**config.mk**
```make
export PLATFORM = sky130hd
export DESIGN_NAME = mie_core
export DESIGN_NICKNAME = d
export VERILOG_FILES = /design/src/mie_pkg.sv /design/src/mie_core.sv
export SDC_FILE = /design/constraint.sdc
export NUM_CORES = 2
export LEC_CHECK = 0
export ABC_CLOCK_PERIOD_IN_PS = 16700
export BUFFER_PORTS_ARGS = -buffer_cell sky130_fd_sc_hd__buf_2
export CAP_MARGIN = 15
export CORE_AREA = 5 5 299 594
export DETAILED_ROUTE_END_ITERATION = 8
export DIE_AREA = 0 0 304 599
export PLACE_DENSITY = 0.48
export REMOVE_ABC_BUFFERS = 1
export SYNTH_ARGS = -nofsm -noshare
export SYNTH_HDL_FRONTEND = slang
export SYNTH_SLANG_ARGS = --single-unit
```
**constraint.sdc**
```tcl
create_clock -name clk_i -period 16.7 [get_ports clk_i]
set_input_delay 3.34 -clock clk_i [delete_from_list [all_inputs] [get_ports clk_i]]
set_output_delay 3.34 -clock clk_i [all_outputs]
set_load 0.01 [all_outputs]
```
**src/mie_pkg.sv**
```systemverilog
package mie_pkg;

  // word and field widths
  localparam int INSTR_W = 14;
  localparam int PC_W = 13;
  localparam int DATA_W = 8;
  localparam int FILE_ADR_W = 7;
  localparam int FILE_WORDS = 128;
  localparam int LATCH_W = 5;
  localparam int BUS_ADR_W = 12;

  // instruction cycle: four clock phases, execution in the last
  localparam int PHASES = 4;
  localparam logic [1:0] LAST_PHASE = 2'(PHASES - 1);

  // register byte offsets
  localparam logic [11:0] ADR_CTRL = 12'h000;
  localparam logic [11:0] ADR_WORK = 12'h004;
  localparam logic [11:0] ADR_STATUS = 12'h008;
  localparam logic [11:0] ADR_LATCH = 12'h00C;
  localparam logic [11:0] ADR_PC = 12'h010;
  localparam logic [11:0] ADR_IRQ = 12'h014;
  localparam logic [11:0] ADR_WATCHDOG = 12'h018;
  localparam logic [11:0] ADR_FILE_BASE = 12'h200;

  // field positions
  localparam int CTRL_RUN_BIT = 0;
  localparam int IRQ_ENABLE_BIT = 0;
  localparam int STAT_CARRY_BIT = 0;
  localparam int STAT_DIGIT_BIT = 1;
  localparam int STAT_ZERO_BIT = 2;
  localparam int STAT_POWERDOWN_BIT = 3;
  localparam int STAT_TIMEOUT_BIT = 4;

  // reset values
  localparam logic RST_RUN = 1'h0;
  localparam logic RST_TIMEOUT = 1'h1;
  localparam logic RST_POWERDOWN = 1'h1;
  localparam logic [12:0] RST_PC = 13'h0000;

  typedef enum logic [2:0] {
    S_STOP = 3'b001,
    S_EXEC = 3'b010,
    S_FLUSH = 3'b100
  } mie_state_t;

  typedef enum logic [4:0] {
    OP_NO_OPERATION, OP_ADD_LITERAL, OP_ADD_TO_FILE, OP_AND_LITERAL, OP_AND_WITH_FILE,
    OP_BIT_CLEAR_FILE, OP_BIT_SET_FILE, OP_TEST_SKIP_IF_SET, OP_TEST_SKIP_IF_CLEAR,
    OP_CALL, OP_UNCONDITIONAL_BRANCH, OP_CLEAR_FILE, OP_CLEAR_WORKING, OP_WATCHDOG_CLEAR,
    OP_COMPLEMENT_FILE, OP_DECREMENT_FILE, OP_INCREMENT_FILE, OP_DECREMENT_SKIP_ZERO,
    OP_INCREMENT_SKIP_ZERO, OP_OR_LITERAL, OP_OR_WITH_FILE, OP_LOAD_LITERAL,
    OP_STORE_WORKING, OP_MOVE_FILE, OP_INTERRUPT_RETURN, OP_ROTATE_LEFT_CARRY,
    OP_UNSUPPORTED
  } mie_op_t;

  function automatic mie_op_t decode_op(input logic [13:0] i);
    mie_op_t o;
    o = OP_UNSUPPORTED;
    casez (i)
      14'b00_0000_0110_0100: o = OP_WATCHDOG_CLEAR;
      14'b00_0000_0000_1001: o = OP_INTERRUPT_RETURN;
      14'b00_0000_0??0_0000: o = OP_NO_OPERATION;
      14'b00_0000_1???_????: o = OP_STORE_WORKING;
      14'b00_0001_1???_????: o = OP_CLEAR_FILE;
      14'b00_0001_0???_????: o = OP_CLEAR_WORKING;
      14'b00_0111_????_????: o = OP_ADD_TO_FILE;
      14'b00_0101_????_????: o = OP_AND_WITH_FILE;
      14'b00_1001_????_????: o = OP_COMPLEMENT_FILE;
      14'b00_0011_????_????: o = OP_DECREMENT_FILE;
      14'b00_1011_????_????: o = OP_DECREMENT_SKIP_ZERO;
      14'b00_1010_????_????: o = OP_INCREMENT_FILE;
      14'b00_1111_????_????: o = OP_INCREMENT_SKIP_ZERO;
      14'b00_0100_????_????: o = OP_OR_WITH_FILE;
      14'b00_1000_????_????: o = OP_MOVE_FILE;
      14'b00_1101_????_????: o = OP_ROTATE_LEFT_CARRY;
      14'b01_00??_????_????: o = OP_BIT_CLEAR_FILE;
      14'b01_01??_????_????: o = OP_BIT_SET_FILE;
      14'b01_10??_????_????: o = OP_TEST_SKIP_IF_CLEAR;
      14'b01_11??_????_????: o = OP_TEST_SKIP_IF_SET;
      14'b10_0???_????_????: o = OP_CALL;
      14'b10_1???_????_????: o = OP_UNCONDITIONAL_BRANCH;
      14'b11_111?_????_????: o = OP_ADD_LITERAL;
      14'b11_1001_????_????: o = OP_AND_LITERAL;
      14'b11_1000_????_????: o = OP_OR_LITERAL;
      14'b11_00??_????_????: o = OP_LOAD_LITERAL;
      default: o = OP_UNSUPPORTED;
    endcase
    return o;
  endfunction : decode_op

endpackage : mie_pkg

```
**src/mie_core.sv**
```systemverilog
// Implementation choices: the Wishbone interface to the registers and the placing of the registers.
module mie_core #(
  parameter int STACK_DEPTH = 8,
  parameter int SP_W = 3
) (
  // clock, reset, enable
  input wire logic clk_i,
  input wire logic rst_i,
  input wire logic ce_i,
  // program memory
  output logic [12:0] pc_o,
  input wire logic [13:0] instr_i,
  // wishbone slave
  input wire logic wb_cyc_i,
  input wire logic wb_stb_i,
  input wire logic wb_we_i,
  input wire logic [11:0] wb_adr_i,
  input wire logic [3:0] wb_sel_i,
  input wire logic [31:0] wb_dat_i,
  output logic [31:0] wb_dat_o,
  output logic wb_ack_o,
  // core status
  output logic running_o
);

  typedef struct packed {
    mie_pkg::mie_state_t st;
    logic [1:0] phase;
    logic run;
    logic [7:0] work;
    logic carry;
    logic digit_carry_flag;
    logic zero;
    logic timeout_status_bit;
    logic powerdown_status_bit;
    logic global_irq_enable;
    logic [4:0] pc_high_latch;
    logic [12:0] pc;
    logic [SP_W-1:0] sp;
    logic [STACK_DEPTH-1:0][12:0] stack;
    logic [7:0] watchdog_counter;
    logic [7:0] wd_prescale;
    logic ack;
    logic [31:0] rdata;
  } mie_regs_t;

  mie_regs_t q;
  mie_regs_t d;
  logic [7:0] file_mem [mie_pkg::FILE_WORDS];
  logic mem_we;
  logic [6:0] mem_addr;
  logic [7:0] mem_wdata;

  mie_pkg::mie_op_t op;
  logic [6:0] fa;
  logic dest_file;
  logic [2:0] bsel;
  logic [7:0] k8;
  logic [10:0] k11;
  logic [7:0] fv;
  logic exec;
  logic fire;
  logic bus_req;
  logic file_hit;
  logic [8:0] sum;
  logic [4:0] nib;
  logic [7:0] res;
  logic wr_res;
  logic dst_file;
  logic upd_z;
  logic skip;
  logic two_cycle;

  // operand fields of the single instruction word
  assign op = mie_pkg::decode_op(instr_i);
  assign fa = instr_i[6:0];
  assign dest_file = instr_i[7];
  assign bsel = instr_i[9:7];
  assign k8 = instr_i[7:0];
  assign k11 = instr_i[10:0];
  assign fv = file_mem[fa];
  assign exec = (q.st == mie_pkg::S_EXEC) && (q.phase == mie_pkg::LAST_PHASE);
  assign fire = exec && ce_i;
  assign bus_req = wb_cyc_i && wb_stb_i;
  assign file_hit = (wb_adr_i[11:9] == mie_pkg::ADR_FILE_BASE[11:9]);

  assign pc_o = q.pc;
  assign wb_dat_o = q.rdata;
  assign wb_ack_o = q.ack;
  assign running_o = (q.st != mie_pkg::S_STOP);

  always_comb begin
    d = q;
    mem_we = 1'b0;
    mem_addr = fa;
    mem_wdata = 8'h00;
    sum = 9'h000;
    nib = 5'h00;
    res = 8'h00;
    wr_res = 1'b0;
    dst_file = dest_file;
    upd_z = 1'b0;
    skip = 1'b0;
    two_cycle = 1'b0;

    // bus slave: one wait state, ack held one cycle
    d.ack = bus_req && !q.ack;
    if (bus_req && !q.ack) begin
      d.rdata = 32'h0000_0000;
      if (wb_we_i && wb_sel_i[0]) begin
        case (wb_adr_i)
          mie_pkg::ADR_CTRL: d.run = wb_dat_i[mie_pkg::CTRL_RUN_BIT];
          mie_pkg::ADR_WORK: d.work = wb_dat_i[7:0];
          mie_pkg::ADR_STATUS: begin
            d.carry = wb_dat_i[mie_pkg::STAT_CARRY_BIT];
            d.digit_carry_flag = wb_dat_i[mie_pkg::STAT_DIGIT_BIT];
            d.zero = wb_dat_i[mie_pkg::STAT_ZERO_BIT];
          end
          mie_pkg::ADR_LATCH: d.pc_high_latch = wb_dat_i[4:0];
          mie_pkg::ADR_IRQ: d.global_irq_enable = wb_dat_i[mie_pkg::IRQ_ENABLE_BIT];
          default: begin
            if (file_hit) begin
              mem_we = 1'b1;
              mem_addr = wb_adr_i[8:2];
              mem_wdata = wb_dat_i[7:0];
            end
          end
        endcase
      end else if (!wb_we_i) begin
        case (wb_adr_i)
          mie_pkg::ADR_CTRL: d.rdata = 32'(q.run);
          mie_pkg::ADR_WORK: d.rdata = 32'(q.work);
          mie_pkg::ADR_STATUS: d.rdata = 32'({q.timeout_status_bit, q.powerdown_status_bit,
                                              q.zero, q.digit_carry_flag, q.carry});
          mie_pkg::ADR_LATCH: d.rdata = 32'(q.pc_high_latch);
          mie_pkg::ADR_PC: d.rdata = 32'(q.pc);
          mie_pkg::ADR_IRQ: d.rdata = 32'(q.global_irq_enable);
          mie_pkg::ADR_WATCHDOG: d.rdata = 32'({q.wd_prescale, q.watchdog_counter});
          default: d.rdata = file_hit ? 32'(file_mem[wb_adr_i[8:2]]) : 32'h0000_0000;
        endcase
      end
    end

    // four-phase instruction cycle
    if (q.st != mie_pkg::S_STOP) begin
      d.phase = q.phase + 2'h1;
      if (q.phase == mie_pkg::LAST_PHASE) begin
        {d.watchdog_counter, d.wd_prescale} = {q.watchdog_counter, q.wd_prescale} + 16'h0001;
      end
    end

    case (q.st)
      mie_pkg::S_STOP: begin
        d.phase = 2'h0;
        if (q.run) begin
          d.st = mie_pkg::S_EXEC;
        end
      end
      mie_pkg::S_EXEC: begin
        if (exec) begin
          d.pc = q.pc + 13'h0001;
          case (op)
            mie_pkg::OP_ADD_LITERAL, mie_pkg::OP_ADD_TO_FILE: begin
              if (op == mie_pkg::OP_ADD_LITERAL) begin
                sum = {1'b0, q.work} + {1'b0, k8};
                nib = {1'b0, q.work[3:0]} + {1'b0, k8[3:0]};
                dst_file = 1'b0;
              end else begin
                sum = {1'b0, q.work} + {1'b0, fv};
                nib = {1'b0, q.work[3:0]} + {1'b0, fv[3:0]};
              end
              res = sum[7:0];
              wr_res = 1'b1;
              upd_z = 1'b1;
              d.carry = sum[8];
              d.digit_carry_flag = nib[4];
            end
            mie_pkg::OP_AND_LITERAL: begin
              res = q.work & k8;
              {wr_res, dst_file, upd_z} = 3'b101;
            end
            mie_pkg::OP_AND_WITH_FILE: begin
              res = q.work & fv;
              {wr_res, upd_z} = 2'b11;
            end
            mie_pkg::OP_OR_LITERAL: begin
              res = q.work | k8;
              {wr_res, dst_file, upd_z} = 3'b101;
            end
            mie_pkg::OP_OR_WITH_FILE: begin
              res = q.work | fv;
              {wr_res, upd_z} = 2'b11;
            end
            mie_pkg::OP_LOAD_LITERAL: begin
              res = k8;
              {wr_res, dst_file} = 2'b10;
            end
            mie_pkg::OP_BIT_CLEAR_FILE, mie_pkg::OP_BIT_SET_FILE: begin
              res = (op == mie_pkg::OP_BIT_SET_FILE) ? (fv | (8'h01 << bsel)) : (fv & ~(8'h01 << bsel));
              {wr_res, dst_file} = 2'b11;
            end
            mie_pkg::OP_TEST_SKIP_IF_SET: skip = fv[bsel];
            mie_pkg::OP_TEST_SKIP_IF_CLEAR: skip = !fv[bsel];
            mie_pkg::OP_CALL: begin
              d.stack[q.sp] = q.pc + 13'h0001;
              d.sp = q.sp + 1'b1;
              d.pc = {q.pc_high_latch[4:3], k11};
              two_cycle = 1'b1;
            end
            mie_pkg::OP_UNCONDITIONAL_BRANCH: begin
              d.pc = {q.pc_high_latch[4:3], k11};
              two_cycle = 1'b1;
            end
            mie_pkg::OP_INTERRUPT_RETURN: begin
              d.sp = q.sp - 1'b1;
              d.pc = q.stack[q.sp - 1'b1];
              d.global_irq_enable = 1'b1;
              two_cycle = 1'b1;
            end
            mie_pkg::OP_CLEAR_FILE: begin
              res = 8'h00;
              {wr_res, dst_file, upd_z} = 3'b111;
            end
            mie_pkg::OP_CLEAR_WORKING: begin
              res = 8'h00;
              {wr_res, dst_file, upd_z} = 3'b101;
            end
            mie_pkg::OP_WATCHDOG_CLEAR: begin
              d.watchdog_counter = 8'h00;
              d.wd_prescale = 8'h00;
              d.timeout_status_bit = 1'b1;
              d.powerdown_status_bit = 1'b1;
            end
            mie_pkg::OP_COMPLEMENT_FILE: begin
              res = ~fv;
              {wr_res, upd_z} = 2'b11;
            end
            mie_pkg::OP_DECREMENT_FILE, mie_pkg::OP_INCREMENT_FILE: begin
              res = (op == mie_pkg::OP_INCREMENT_FILE) ? fv + 8'h01 : fv - 8'h01;
              {wr_res, upd_z} = 2'b11;
            end
            mie_pkg::OP_DECREMENT_SKIP_ZERO: begin
              res = fv - 8'h01;
              wr_res = 1'b1;
              skip = (res == 8'h00);
            end
            mie_pkg::OP_INCREMENT_SKIP_ZERO: begin
              res = fv + 8'h01;
              wr_res = 1'b1;
              skip = (res == 8'h00);
            end
            mie_pkg::OP_MOVE_FILE: begin
              res = fv;
              {wr_res, upd_z} = 2'b11;
            end
            mie_pkg::OP_STORE_WORKING: begin
              res = q.work;
              {wr_res, dst_file} = 2'b11;
            end
            mie_pkg::OP_ROTATE_LEFT_CARRY: begin
              res = {fv[6:0], q.carry};
              wr_res = 1'b1;
              d.carry = fv[7];
            end
            // unsupported opcodes run as a plain one-cycle no-operation
            default: wr_res = 1'b0;
          endcase
          // core write wins over a bus write to the same array in the same cycle
          if (wr_res) begin
            if (dst_file) begin
              mem_we = 1'b1;
              mem_addr = fa;
              mem_wdata = res;
            end else begin
              d.work = res;
            end
          end
          if (upd_z) begin
            d.zero = (res == 8'h00);
          end
          d.pc = skip ? q.pc + 13'h0002 : d.pc;
          two_cycle = two_cycle | skip;
          if (two_cycle) begin
            d.st = mie_pkg::S_FLUSH;
          end else if (!q.run) begin
            d.st = mie_pkg::S_STOP;
          end
        end
      end
      mie_pkg::S_FLUSH: begin
        // the fetched word is discarded: this cycle executes as a no-operation
        if (q.phase == mie_pkg::LAST_PHASE) begin
          d.st = q.run ? mie_pkg::S_EXEC : mie_pkg::S_STOP;
        end
      end
      default: d.st = mie_pkg::S_STOP;
    endcase
  end

  always_ff @(posedge clk_i) begin
    if (rst_i) begin
      q <= '0;
      q.st <= mie_pkg::S_STOP;
      q.run <= mie_pkg::RST_RUN;
      q.pc <= mie_pkg::RST_PC;
      q.timeout_status_bit <= mie_pkg::RST_TIMEOUT;
      q.powerdown_status_bit <= mie_pkg::RST_POWERDOWN;
    end else if (ce_i) begin
      q <= d;
      if (mem_we) begin
        file_mem[mem_addr] <= mem_wdata;
      end
    end
  end
endmodule : mie_core

```
==> summary.md <==
| Metric | Value |
|---|---|
| Die width | `304 um` |
| Die area | `0.182 mm2` |
| Via density | `6.03` |
| Hold Fails Final Rpt | `0` |
| Synth Register Bits | `1,200` |
| Pwr dens | `95.2 mW/mm2` |
| Post-route ant nets | `0` |
| Peak fanout along the critical path | `72` |
| Commonest non-fill, non-tap cell in the layout | `edfxtp_1` |
| Hold Buf Count CTS | `0` |
| YS warnings | `0` |
| Buffer depth of the longest clock path | `3` |
| Commonest non-fill, non-tap cells in the layout | `edfxtp_1, mux4_2, nor2_1, nand2_1, mux2i_1` |
| Max-Cap Viols | `0` |
| Die Span Y | `599 um` |
| Arrival time of the worst setup path | `11.31 ns` |
| # IOs | `115` |
| VDD IR-drop max | `99.4 uV` |
| Post-CTS sizing | `0` |
| Slew Limit Fails | `0` |
| Setup Fix Bufs, Post-CTS | `0` |
| Post-synth EDFFs | `1,024` |
| Residual DRC | `0` |
| Ys async rst share | `0%` |
| Seq/Total Area, Yosys | `57.1%` |
| Crit path required time | `17.01 ns` |
| DRT Pass-1 Iters | `7` |
| Htree depth | `3` |
| Antenna violations before repair | `9` |
| Cell area after synthesis | `0.0600 mm2` |
| Worst Tran Pin Value | `1.26 ns` |
| Num rows | `216` |
| Starting Density | `34.7%` |
| Max Clock Skew | `0.0577 ns` |
| CP Class | `in -> reg` |
| First-pass GRT wire length | `313 mm` |
| Tot GR Track Use | `24.3%` |
| Layout Nets | `4,042` |
| Yosys cell types | `94` |
| CTS tree | `yes` |
| CP endpoint kind | `register` |
| Vias in the first global route | `39,300` |
| Clock sinks | `1,200` |
| Root Driver | `clkbuf_16` |
| Synthesized instance count | `3,949` |
| Cell taking the most area after synthesis | `edfxtp_1` |
| Fmax | `0.0909 GHz` |
| DP Cell Count | `6,135` |
| Routed wire length | `227 mm` |
| Hold Crit Class | `reg -> reg` |
| Final Cycle Share | `65.9%` |
| Avg Cell Area, Syn | `15.2 um2` |
| Pin count of the biggest net entering global routing | `99` |
| Final HPWL DP | `157 mm` |
| CTS buffer count | `107` |
| Outcome | `complete, no violations` |
| Share of cells above drive strength 1 | `25.9%` |
| Vias after detailed routing | `38,300` |
| Post-DR wirelength/cell | `35.8 um` |
| Routability Congestion | `0.928` |
| Area of the multi-input gates | `0.0240 mm2` |
| Register Area | `0.0343 mm2` |
| Number of fill cells in the layout | `16,100` |
| Core box area | `0.173 mm2` |
| Final setup viols | `0` |
| GR Overflow Total | `0` |
| Drt first-iter violations | `3,398` |
| Worst setup SP type | `input port` |
| Worst-path clk slew | `0.07 ns` |
| Tmin final | `11.00 ns` |
| Area grow syn2layout | `11.4%` |
| Leakage | `23.6 nW` |
| Setup WS pre-CTS | `5.20 ns` |
| Clk_lat worst skew | `0.74 ns` |
| Worst rel slew slack | `15.4%` |
| RSZ-0062 raised after global routing | `no` |
| Synth area leaders | `edfxtp_1, mux4_2, dfxtp_1` |
| Layout Cells excl Fill | `6,342` |
| Setup WS post-layout | `5.70 ns` |
| Yosys top cell area share | `51.2%` |
| Buffers on Ports | `71` |
| Primary FF master, synth | `edfxtp_1` |
| Final setup TNS | `0 ns` |
[registers in the layout (all words and copies together), names as in the netlist]
register / flops
q: 146
pc_o: 13
wb_dat_o: 16
wb_ack_o: 1
file_mem: 1024
[report_power, final]
group          leakage, nW  total (mW)  switching [mW]  internal (mW)
clock network         1.88        2.78            1.20           1.58
registers             13.3        3.20        0.000467           3.20
logic                 8.46       0.377           0.267          0.111
[worst max-delay path, cell delays in order]
cell and delay, ns:
buf_6 0.40, buf_4 0.71, or3b_2 0.24, buf_4 0.47
o22ai_1 0.18, a2111oi_2 1.02, a211oi_1 0.27, nor4_4 0.79
nand2_1 0.13, o21a_1 0.15, ha_1 0.28, a21o_1 0.18
a21oi_1 0.26, xnor2_1 0.35, a211oi_1 0.10, or4b_1 0.63
or3_1 0.45, inv_1 0.14, o21ai_4 0.07, buf_4 0.31
buf_4 0.40
[per-layer routing]
metal / routed length (um) / up-vias / global-route usage (%)
met2: 120000 / 1474 / 44.8
met4: 23100 / 4 / 19.4
li1: - / 15900 / -
met5: 26 / - / 0
met1: 73600 / 20300 / 24.7
met3: 10300 / 552 / 2.81
[synth_stat cells, types with 38 or more instances]
cell type and instances:
nand2_1 305, mux2i_1 193, mux2_2 38, a21oi_1 159, nand3_1 64, buf_4 71
clkbuf_1 183, mux4_2 526, a22oi_1 40, nor3_1 49, edfxtp_1 1024, o21ai_0 65
buf_1 44, nor2_1 322, dfxtp_1 176
[worst paths after layout]
kind                                startpoint              end  slack [ns]  depth (start not counted)
worst max-delay path                instr_i[3]  file_mem[12][3]        5.70                         21
worst min-delay path                     q[67]            q[67]        0.45                          2
worst max register to register  file_mem[9][1]  file_mem[12][3]        9.49                         18
worst min register to register           q[67]            q[67]        0.45                          2
[kinds of logic after synthesis]
group | count (synthesis) | synth area share [%]
adders and majority gates | 19 | 0.409
other | 1 | 0.00625
muxes | 780 | 24.7
and+or+nand+nor | 925 | 6.95
xor gates and xnor gates | 52 | 0.759
DFF | 1200 | 57.1
buffers and inverters | 390 | 3.37
AOI/OAI and AO/OA | 582 | 6.73
[cell type report]
type | count | share of cell area, %
Sequential cell | 1200 | 51.3
Multi-Input combinational cell | 2374 | 35.9
Tap cell | 2289 | 4.28
Clock buffer | 119 | 4.09
Timing Repair Buffer | 240 | 2.57
Clock inverter | 81 | 1.74
Inverter | 32 | 0.183
Antenna cell | 7 | 0.0262
[through the flow]
stage	hold slack (ns)	util (%)	total power, mW	instance area, um2
2_1_floorplan	0.423	-	3.42	58200
3_3_place_gp	0.435	36.4	3.65	62900
3_5_place_dp	0.440	36.5	3.65	63000
6_report	0.449	38.7	6.37	66900
5_1_grt	0.472	38.7	6.54	66900
4_1_cts	0.450	38.7	6.42	66900
Note: power is estimated with default switching activity, not from simulation.
